--- config.mk ---
export PLATFORM = sky130hd
export DESIGN_NAME = fmc_codec
export DESIGN_NICKNAME = d
export VERILOG_FILES = /design/src/inc/fmc_pkg.sv /design/src/hdl/fmc_deser.sv /design/src/hdl/fmc_codec.sv
export SDC_FILE = /design/constraint.sdc
export NUM_CORES = 1
export LEC_CHECK = 0
export BUFFER_PORTS_ARGS = -buffer_cell sky130_fd_sc_hd__buf_2
export CAP_MARGIN = 20
export CORE_ASPECT_RATIO = 1.75
export CORE_MARGIN = 4
export CORE_UTILIZATION = 59
export CTS_CLUSTER_SIZE = 10
export DETAILED_ROUTE_END_ITERATION = 16
export MAX_ROUTING_LAYER = met4
export PLACE_DENSITY_LB_ADDON = 0.2
export REMOVE_ABC_BUFFERS = 1
export SYNTH_ARGS = -nofsm -noshare
export SYNTH_HDL_FRONTEND = slang
export SYNTH_HIERARCHICAL = 1
export SYNTH_SLANG_ARGS = --single-unit
--- constraint.sdc ---
create_clock -name i_core_clk -period 2.4 [get_ports i_core_clk]
set_input_delay 0.36 -clock i_core_clk [delete_from_list [all_inputs] [get_ports i_core_clk]]
set_output_delay 0.36 -clock i_core_clk [all_outputs]
set_load 0.01 [all_outputs]
--- src/inc/fmc_pkg.sv ---
package fmc_pkg;
    // ------------------------------------------------------------
    // Cell timing and mark constants
    // ------------------------------------------------------------
    localparam int FMC_BYTE_BITS = 8;
    localparam int FMC_HALF_CELLS_DEF = 4;
    localparam logic [7:0] FMC_MARK_A1_DATA = 8'hA1;
    localparam logic [7:0] FMC_MARK_A1_CLK = 8'h0A;
    localparam logic [7:0] FMC_MARK_C2_DATA = 8'hC2;
    localparam logic [7:0] FMC_MARK_C2_CLK = 8'h14;
    localparam logic [2:0] FMC_MSB_IDX = 3'h7;
    localparam logic [2:0] FMC_LSB_IDX = 3'h0;

    // Encoding mode
    typedef enum logic [1:0]
    {
        FMC_MODE_FM = 2'h1,
        FMC_MODE_MFM = 2'h2
    } fmc_mode_t;

    // Byte offered to the write path
    typedef struct packed
    {
        logic [7:0] data;
        logic mark;
    } fmc_wbyte_t;

    // Separated read pulses from the drive side
    typedef struct packed
    {
        logic clk_pulse;
        logic data_pulse;
    } fmc_rpulse_t;
endpackage

--- src/hdl/fmc_deser.sv ---
`timescale 1ns/100ps
// ------------------------------------------------------------
// Read deserializer: collects decoded bits into bytes
// ------------------------------------------------------------
module fmc_deser
    import fmc_pkg::*;
(
    input wire logic i_core_clk,
    input wire logic i_rst,
    input wire logic i_ce,
    input wire logic i_bit_valid,
    input wire logic i_bit,
    output logic o_byte_valid,
    output logic [7:0] o_byte
);
    typedef struct packed
    {
        logic [7:0] shift;
        logic [2:0] cnt;
        logic [7:0] out;
        logic valid;
    } fmc_dstate_t;

    fmc_dstate_t st_q;
    fmc_dstate_t st_d;

    // MSB first; a byte is out after the eighth bit
    always_comb
    begin
        st_d = st_q;
        st_d.valid = 1'b0;
        if (i_bit_valid)
        begin
            st_d.shift = {st_q.shift[6:0], i_bit};
            st_d.cnt = st_q.cnt + 3'h1;
            if (st_q.cnt == FMC_MSB_IDX)
            begin
                st_d.out = {st_q.shift[6:0], i_bit};
                st_d.valid = 1'b1;
            end
        end
    end

    always_ff @(posedge i_core_clk)
    begin
        if (i_rst)
            st_q <= '0;
        else if (i_ce)
            st_q <= st_d;
    end

    assign o_byte_valid = st_q.valid;
    assign o_byte = st_q.out;
endmodule

--- src/hdl/fmc_codec.sv ---
`timescale 1ns/100ps
// Contract
// - Every data bit gets a cell of a clock window then a data window.
// - In FM every cell carries a clock-window pulse.
// - In FM the data window pulses only for a one bit.
// - In MFM the data window pulses exactly for a one bit.
// - In MFM a clock pulse appears only for a zero after a zero.
// - MFM cells keep the clock window ahead of the data window.
// - In FM the read clock is taken from the clock-window pulses.
// - Separated clock and data go to a deserializer building bytes.
// - Write pulses leave cell after cell as one serial stream.
// - Address marks drop one MFM clock pulse to break the rule.
// - Mark byte A1 is written with clock pattern 0A.
// - Mark byte C2 is written with clock pattern 14.
module fmc_codec
    import fmc_pkg::*;
#(
    parameter int HALF_CELL_CYCLES = FMC_HALF_CELLS_DEF
)
(
    input wire logic i_core_clk,
    input wire logic i_rst,
    input wire logic i_ce,
    input wire logic i_mfm_sel,
    input wire logic i_wr_valid,
    input wire fmc_wbyte_t i_wr_byte,
    input wire logic i_wr_en,
    input wire logic i_rd_clk_pulse,
    input wire logic i_rd_data_pulse,
    output logic o_wr_ready,
    output logic o_wr_pulse,
    output logic o_wr_busy,
    output logic o_rd_valid,
    output logic [7:0] o_rd_byte,
    output logic o_rd_bit_clk
);
    // ------------------------------------------------------------
    // Parameter checks
    // ------------------------------------------------------------
    if (HALF_CELL_CYCLES < 2 || HALF_CELL_CYCLES > 255)
    begin : g_bad_param
        $error("HALF_CELL_CYCLES out of range");
    end

    localparam logic [7:0] HALF_LAST = 8'(HALF_CELL_CYCLES - 1);

    typedef enum logic [1:0]
    {
        ST_IDLE = 2'b01,
        ST_SEND = 2'b10
    } fmc_wstate_t;

    typedef struct packed
    {
        fmc_wstate_t ws;
        fmc_mode_t mode;
        logic [7:0] data;
        logic [7:0] clk_pat;
        logic [2:0] bit_idx;
        logic phase;
        logic [7:0] tick;
        logic prev_bit;
        logic pulse;
        logic ready;
        logic busy;
        logic [2:0] rd_sync_c;
        logic [2:0] rd_sync_d;
        logic rd_lvl_c;
        logic rd_lvl_d;
        logic rd_cell_open;
        logic rd_bit_valid;
        logic rd_bit;
        logic rd_bit_clk;
    } fmc_state_t;

    fmc_state_t st_q;
    fmc_state_t st_d;
    wire logic [7:0] norm_clk;
    logic rd_clk_rise;
    logic rd_data_rise;
    logic deser_valid;
    logic [7:0] deser_byte;

    // ------------------------------------------------------------
    // Write clock pattern
    // ------------------------------------------------------------
    // Normal clock bits for a whole byte, MSB first; bit 7 looks back
    // at the last bit of the byte before
    for (genvar i = 0; i < FMC_BYTE_BITS; i++)
    begin : g_norm_clk
        if (i == FMC_BYTE_BITS - 1)
        begin : g_first
            assign norm_clk[i] = ~i_wr_byte.data[i] & ~st_q.prev_bit;
        end
        else
        begin : g_rest
            assign norm_clk[i] = ~i_wr_byte.data[i] & ~i_wr_byte.data[i+1];
        end
    end

    // Edges count only once sync stages two and three agree; the filtered
    // level rests low after reset like the idle pins, so no false edge
    assign rd_clk_rise = st_q.rd_sync_c[1] & st_q.rd_sync_c[2] &
        ~st_q.rd_lvl_c;
    assign rd_data_rise = st_q.rd_sync_d[1] & st_q.rd_sync_d[2] &
        ~st_q.rd_lvl_d;

    // ------------------------------------------------------------
    // Next state
    // ------------------------------------------------------------
    always_comb
    begin
        st_d = st_q;
        st_d.rd_bit_valid = 1'b0;
        st_d.rd_sync_c = {st_q.rd_sync_c[1:0], i_rd_clk_pulse};
        st_d.rd_sync_d = {st_q.rd_sync_d[1:0], i_rd_data_pulse};
        unique case (st_q.ws)
            ST_IDLE:
            begin
                st_d.pulse = 1'b0;
                st_d.ready = i_wr_en;
                if (i_wr_en && i_wr_valid && st_q.ready)
                begin
                    // Mode latched here only, so no byte mixes rules
                    st_d.mode = i_mfm_sel ? FMC_MODE_MFM :
                        FMC_MODE_FM;
                    st_d.data = i_wr_byte.data;
                    if (!i_mfm_sel)
                        st_d.clk_pat = 8'hFF;
                    else if (i_wr_byte.mark &&
                        i_wr_byte.data == FMC_MARK_A1_DATA)
                        st_d.clk_pat = FMC_MARK_A1_CLK;
                    else if (i_wr_byte.mark &&
                        i_wr_byte.data == FMC_MARK_C2_DATA)
                        st_d.clk_pat = FMC_MARK_C2_CLK;
                    else
                        st_d.clk_pat = norm_clk;
                    st_d.bit_idx = FMC_MSB_IDX;
                    st_d.phase = 1'b0;
                    st_d.tick = '0;
                    st_d.ready = 1'b0;
                    st_d.ws = ST_SEND;
                    st_d.pulse = i_mfm_sel ? norm_clk[FMC_MSB_IDX] : 1'b1;
                    if (i_mfm_sel && i_wr_byte.mark)
                        st_d.pulse = st_d.clk_pat[FMC_MSB_IDX];
                end
            end
            ST_SEND:
            begin
                // Pulse lasts the first cycle of each half cell
                st_d.pulse = 1'b0;
                st_d.tick = st_q.tick + 8'h01;
                if (st_q.tick == HALF_LAST)
                begin
                    st_d.tick = '0;
                    if (!st_q.phase)
                    begin
                        // Data window follows the clock window
                        st_d.phase = 1'b1;
                        st_d.pulse =
                            st_q.data[st_q.bit_idx];
                    end
                    else
                    begin
                        st_d.phase = 1'b0;
                        st_d.prev_bit = st_q.data[st_q.bit_idx];
                        if (st_q.bit_idx == FMC_LSB_IDX)
                        begin
                            st_d.ws = ST_IDLE;
                            st_d.ready = i_wr_en;
                        end
                        else
                        begin
                            st_d.bit_idx = st_q.bit_idx - 3'h1;
                            // FM keeps its clock pulse whatever the pattern
                            st_d.pulse = (st_q.mode == FMC_MODE_FM) |
                                st_q.clk_pat[st_q.bit_idx - 3'h1];
                        end
                    end
                end
            end
            default:
            begin
                st_d.ws = ST_IDLE;
                st_d.pulse = 1'b0;
            end
        endcase
        if (!i_wr_en)
            st_d.prev_bit = 1'b0;
        // Busy is kept in a flop so the output needs no decode
        st_d.busy = (st_d.ws == ST_SEND);
        // Filtered pin levels move only when stages two and three agree
        if (st_q.rd_sync_c[1] == st_q.rd_sync_c[2])
            st_d.rd_lvl_c = st_q.rd_sync_c[2];
        if (st_q.rd_sync_d[1] == st_q.rd_sync_d[2])
            st_d.rd_lvl_d = st_q.rd_sync_d[2];
        // Read side: a clock pulse opens a cell, a data pulse marks a one
        st_d.rd_bit_clk = rd_clk_rise;
        if (rd_clk_rise)
        begin
            if (st_q.rd_cell_open)
            begin
                st_d.rd_bit_valid = 1'b1;
                st_d.rd_bit = 1'b0;
            end
            st_d.rd_cell_open = 1'b1;
        end
        if (rd_data_rise)
        begin
            st_d.rd_bit_valid = 1'b1;
            st_d.rd_bit = 1'b1;
            st_d.rd_cell_open = 1'b0;
        end
    end

    always_ff @(posedge i_core_clk)
    begin
        if (i_rst)
        begin
            st_q <= '0;
            st_q.ws <= ST_IDLE;
            st_q.mode <= FMC_MODE_FM;
        end
        else if (i_ce)
            st_q <= st_d;
    end

    // ------------------------------------------------------------
    // Byte assembly
    // ------------------------------------------------------------
    fmc_deser u_deser
    (
        .i_core_clk(i_core_clk),
        .i_rst(i_rst),
        .i_ce(i_ce),
        .i_bit_valid(st_q.rd_bit_valid),
        .i_bit(st_q.rd_bit),
        .o_byte_valid(deser_valid),
        .o_byte(deser_byte)
    );

    assign o_wr_ready = st_q.ready;
    assign o_wr_pulse = st_q.pulse;
    assign o_wr_busy = st_q.busy;
    assign o_rd_valid = deser_valid;
    assign o_rd_byte = deser_byte;
    assign o_rd_bit_clk = st_q.rd_bit_clk;
endmodule

* Yosys cells after proc, flatten, opt, wreduce, memory -nomap -nowiden
Index checks and enable logic that the tools add are counted.
** Cells by class
- Magnitude comparators :: 2
- Shift operators :: 0
- $mul :: 0
- Multiplexer cells :: 35
- Divide/modulo/power cells :: 0
- Eq/ne operators :: 18
- Bitwise gates (word level) :: 24
- Add/sub/neg operators :: 3
- Reduce and logical (&&, ||, !) cells :: 21
** Operators with widths (count)
- 2-to-1 mux 32 bit :: 1
- 2-to-1 mux 8 bit :: 3
- one-hot mux 12 bit (2 select lines) :: 1
- equality test 8 bit, second input constant :: 2
- 2-to-1 mux 15 bit :: 1
- 2-to-1 mux 1 bit :: 14
- AND 1 bit :: 12
- 2-to-1 mux 2 bit :: 6
- 2-to-1 mux 3 bit :: 4
- AND reduction 3 bit :: 4
- NOT 1 bit :: 11
- inequality test 2 bit, second input constant :: 5
- adder 8 x 1 -> 8 bit, second input constant :: 1
- equality test 8 x 2 -> 1 bit, second input constant :: 1
- less-than comparator 3 x 4 -> 1 bit, second input constant :: 2
- AND reduction 2 bit :: 4
- AND reduction 4 bit :: 2
- binary-select mux 1 bit (select 3 bit) :: 2
- inequality test 2 x 1 -> 1 bit, second input constant :: 3
- AND reduction 6 bit :: 1
- nonzero test 2 bit :: 3
- logical AND 1 bit :: 5
- AND reduction 5 bit :: 1
- equality test 2 x 1 -> 1 bit, second input constant :: 2
- other kinds (9) :: 12
** Storage, ports and cells
- Memories kept :: 0
- Memory bits (writable) :: 0
- Word-level logic and storage cells :: 126
- Register bits :: 67
- ROM bits :: 0
- Bits in latches :: 0

* Longest topological paths before layout
- Depth after elaboration :: 9
- Depth in mapped cells :: 8
- Gate-level depth less buffers :: 6

* Cells and area by module
Netlist, hierarchy kept.
** Modules (own cells, without submodules)
- fmc_codec :: times used 1, cells an instance 275, sequential area each 960.9 µm², area an instance 2359.8 µm²
- fmc_deser :: times used 1, cells an instance 94, sequential area each 380.4 µm², area an instance 914.6 µm²

* Worst setup path before layout
No wires, ideal clock.
- Path type :: reg2reg
- From :: register st_q[25] (netlist name)
- To :: register st_q[25] (netlist name)
- Setup slack :: 0.480 ns
- Path buffers :: 1
- Required time :: 2.284 ns
- Library setup time :: 0.116 ns
- Cell stages (with the launch flop) :: 8
- Arrival :: 1.803 ns
- Cells stage by stage :: dfxtp_1 clkbuf_1 inv_1 ha_1 nand2b_1 a41oi_1 or4_1 o211a_1

==> impl_metrics.py <==
metrics = {
    "cells_and_area": {
        "n_fill_cell": 461,
        "drive_above_1_share_pct": 16.0,
        "antenna_cells": 0,
        "area_delta_synth_final_pct": 11.1,
        "layout.area.seq_sq_um": 1340,
        "final_cell_mix": "67 x dfxtp_1, 34 x a21oi_1, 30 x nor2_1",
        "multiInputGateArea_sq_um": 1720,
        "final_common_cell": "dfxtp_1",
        "nNetsFinal": 415,
    },
    "floorplan": {
        "initial_core_util_pct": 61.3,
        "dieArea_sq_um": 6850,
        "placementRows": 35,
        "io_pins": 30,
        "core_area_sq_um": 5340,
        "die_y_microns": 107,
        "dieWidth_microns": 64.3,
    },
    "critical_path": {
        "worstPathArrival_ps": 2350,
        "crit_path_end_kind": "register",
        "path_class": "register to register",
        "cp.required_ps": 2640,
        "critPathMaxFanout": 5,
        "worstSetupStartpointType": "register",
    },
    "synthesis": {
        "synth_area_sq_um": 3270,
        "avgSynthCellArea_sq_um": 8.87,
        "yosys.area.top_type_share_pct": 41.0,
        "syn_inst": 369,
        "yosys_warnings": 6,
        "synth_edf_count": 0,
        "synth_cell_types": 57,
        "ys_seq_area_share_pct": 41.0,
        "synthTopCellsByArea": "dfxtp_1 41%, a21oi_1 5.2%, mux2i_1 4.9%, nand2b_1 3.8%, ha_1 3.4%",
        "synth_area_leader_cell": "dfxtp_1",
        "synth_ff_type": "dfxtp_1",
        "synthArstFlopShare_pct": 0,
        "synth_seq_cells": 67,
    },
    "timing": {
        "fmax_mhz": 476,
        "worst_pin_slew_ps": 514,
        "finalCritPeriodShare_pct": 87.6,
        "setup_ws_ps": 298,
        "setup_violations": 0,
        "maxSlewViolCount": 0,
        "post-route-min-period_ps": 2100,
        "hold_viol_final": 0,
        "fin_tns_setup_ps": 0,
        "rsz0062_at_grt": "false",
        "worst_clock_skew_ps": 8.84,
        "hold_ws_ps": 246,
        "relSlewSlack_pct": 65.6,
    },
    "route": {
        "wl_met1_microns": 2920,
        "dr.pass1.iters": 4,
        "postRouteAntennaNets": 0,
        "wl_met2_microns": 3790,
        "drt_wl_total_microns": 7230,
        "vias": 2738,
        "met3WireLength_microns": 246,
        "wire_per_inst_microns": 15.5,
        "drt_iter0_markers": 139,
        "top_layer_used": "met4",
        "vias_per_cell": 5.85,
        "drc": 0,
    },
    "global_route": {
        "grt_max_degree": 37,
        "grt_overflow": 0,
        "grt_pass1_vias": 2701,
        "antenna_found_initial": 0,
        "grtUsageTotal_pct": 23.4,
        "grt_first_pass_wirelength_microns": 12200,
    },
    "power": {
        "netSwitchingFraction_pct": 22.5,
        "power_leakage_nw": 1.39,
        "seqPwrFrac_pct": 49.0,
        "p_comb_share_pct": 5.7,
        "p_int_w": 0.00178,
        "p_switching_w": 0.000519,
        "p_per_area_nw_per_um2": 633,
        "power_frac_clock_pct": 45.3,
        "ir_drop_mv": 0.728,
    },
    "placement": {
        "gp_congestion": 0.888,
        "portBuffers": 29,
        "place_hpwl_microns": 5260,
        "place_ws_ps": 314,
    },
    "cts": {
        "cts_tree": "yes",
        "ctsHoldBuffers": 0,
        "cts_setup_buffers": 0,
        "cts.sinks": 67,
        "cts_resized": 0,
        "clockBufferDepth": 2,
        "numCtsBuffers": 9,
        "clk_latency_ps": 350,
        "cts_max_level": 3,
        "clkTransAtPathRegs_ps": 70,
        "clockRootBuffer": "clkbuf_8",
    },
    "hold_path": {
        "hold_class": "input port to register",
    },
    "status": {
        "status": "finished, final reports clean",
    },
    "run": {
        "max_cap_violations": 0,
    },
}
final timing paths:
kind	from	end	slack (ps)	cells after the start
setup / recovery	st_q[16]	st_q[25]	300	5
hold reg to reg	st_q[42]	st_q[42]	450	2
hold / removal	i_rd_data_pulse	st_d[7]	250	3
setup reg to reg	st_q[16]	st_q[25]	300	5
critical path: stages (launching register included):
cell and delay, ps:
dfxtp_1 400, ha_1 240, nor4b_1 360, a41oi_1 300
or4_1 560, o211a_1 140
area by class of cell:
cell class | instances | area share [%]
clock buffers | 10 | 3.78
multi-input cells | 262 | 47.3
well taps | 74 | 2.54
inverters | 10 | 1.03
clock inverters | 6 | 2.44
repair buffers | 39 | 6.05
flip-flops and latches | 67 | 36.9
cells in the mapped netlist (2+ instances only):
cell type and count:
nand2_1 27, nand4_1 3, a41oi_1 2, buf_4 10, a21bo_1 9, buf_2 8
nor3_1 12, ha_1 9, nor2_1 30, nor4b_1 2, mux4_2 3, nand4b_1 2
or4_1 4, dfxtp_1 67, nand3_1 19, xnor2_1 2, o211ai_1 4, buf_6 2
a21oi_1 34, o31ai_1 4, and3_1 3, mux2i_1 16, or3_1 2, o21ai_0 15
a32oi_1 2, clkbuf_1 9, nand2b_1 20, xor2_1 3, a211o_1 2, o211a_1 3
nor4_1 2, inv_1 9, o21ai_1 2, nand3b_1 5
power groups by stage:
stage / Combinational (W) / Clock, W / Sequential, W
floorplan: 0.0000581 / 0 / 0.00115
global placement: 0.000128 / 0 / 0.00115
detailed placement: 0.000130 / 0 / 0.00115
CTS: 0.000131 / 0.00106 / 0.00113
global route: 0.000146 / 0.00111 / 0.00113
finish: 0.000131 / 0.00104 / 0.00113
sequential cells by signal, summed over array words and instances (netlist names):
register	flops
st_q	40
u_deser/st_q	10
o_wr_ready	1
o_wr_busy	1
st_d	4
o_wr_pulse	1
o_rd_bit_clk	1
u_deser/o_byte_valid	1
u_deser/o_byte	8
cell families after synthesis:
group                      share of synthesized area, %
AOI/OAI and AO/OA                                  18.3
xor gates and xnor gates                           1.34
adders and majority gates                          3.44
buffers and inverters                              6.50
DFF                                                41.0
muxes                                              7.30
and+or+nand+nor                                    22.1
routing by layer:
layer / GRT usage, % / up-vias
li1: - / 1359
met3: 5.50 / 21
met4: 13.0 / 0
met2: 40.8 / 59
met5: - / -
met1: 23.6 / 1299
through the flow:
stage / util (%) / power, W / area [sq um] / cells
final: 68.1 / 0.00230 / 3640 / 468
after global routing: 68.1 / 0.00238 / 3640 / 468
after CTS: 68.1 / 0.00232 / 3640 / 468
after detailed placement: 63.9 / 0.00128 / 3410 / 452
after global placement: 63.9 / 0.00128 / 3410 / 452
after floorplan: - / 0.00121 / 3100 / 339
No activity file was read; power rests on OpenSTA's default activity.
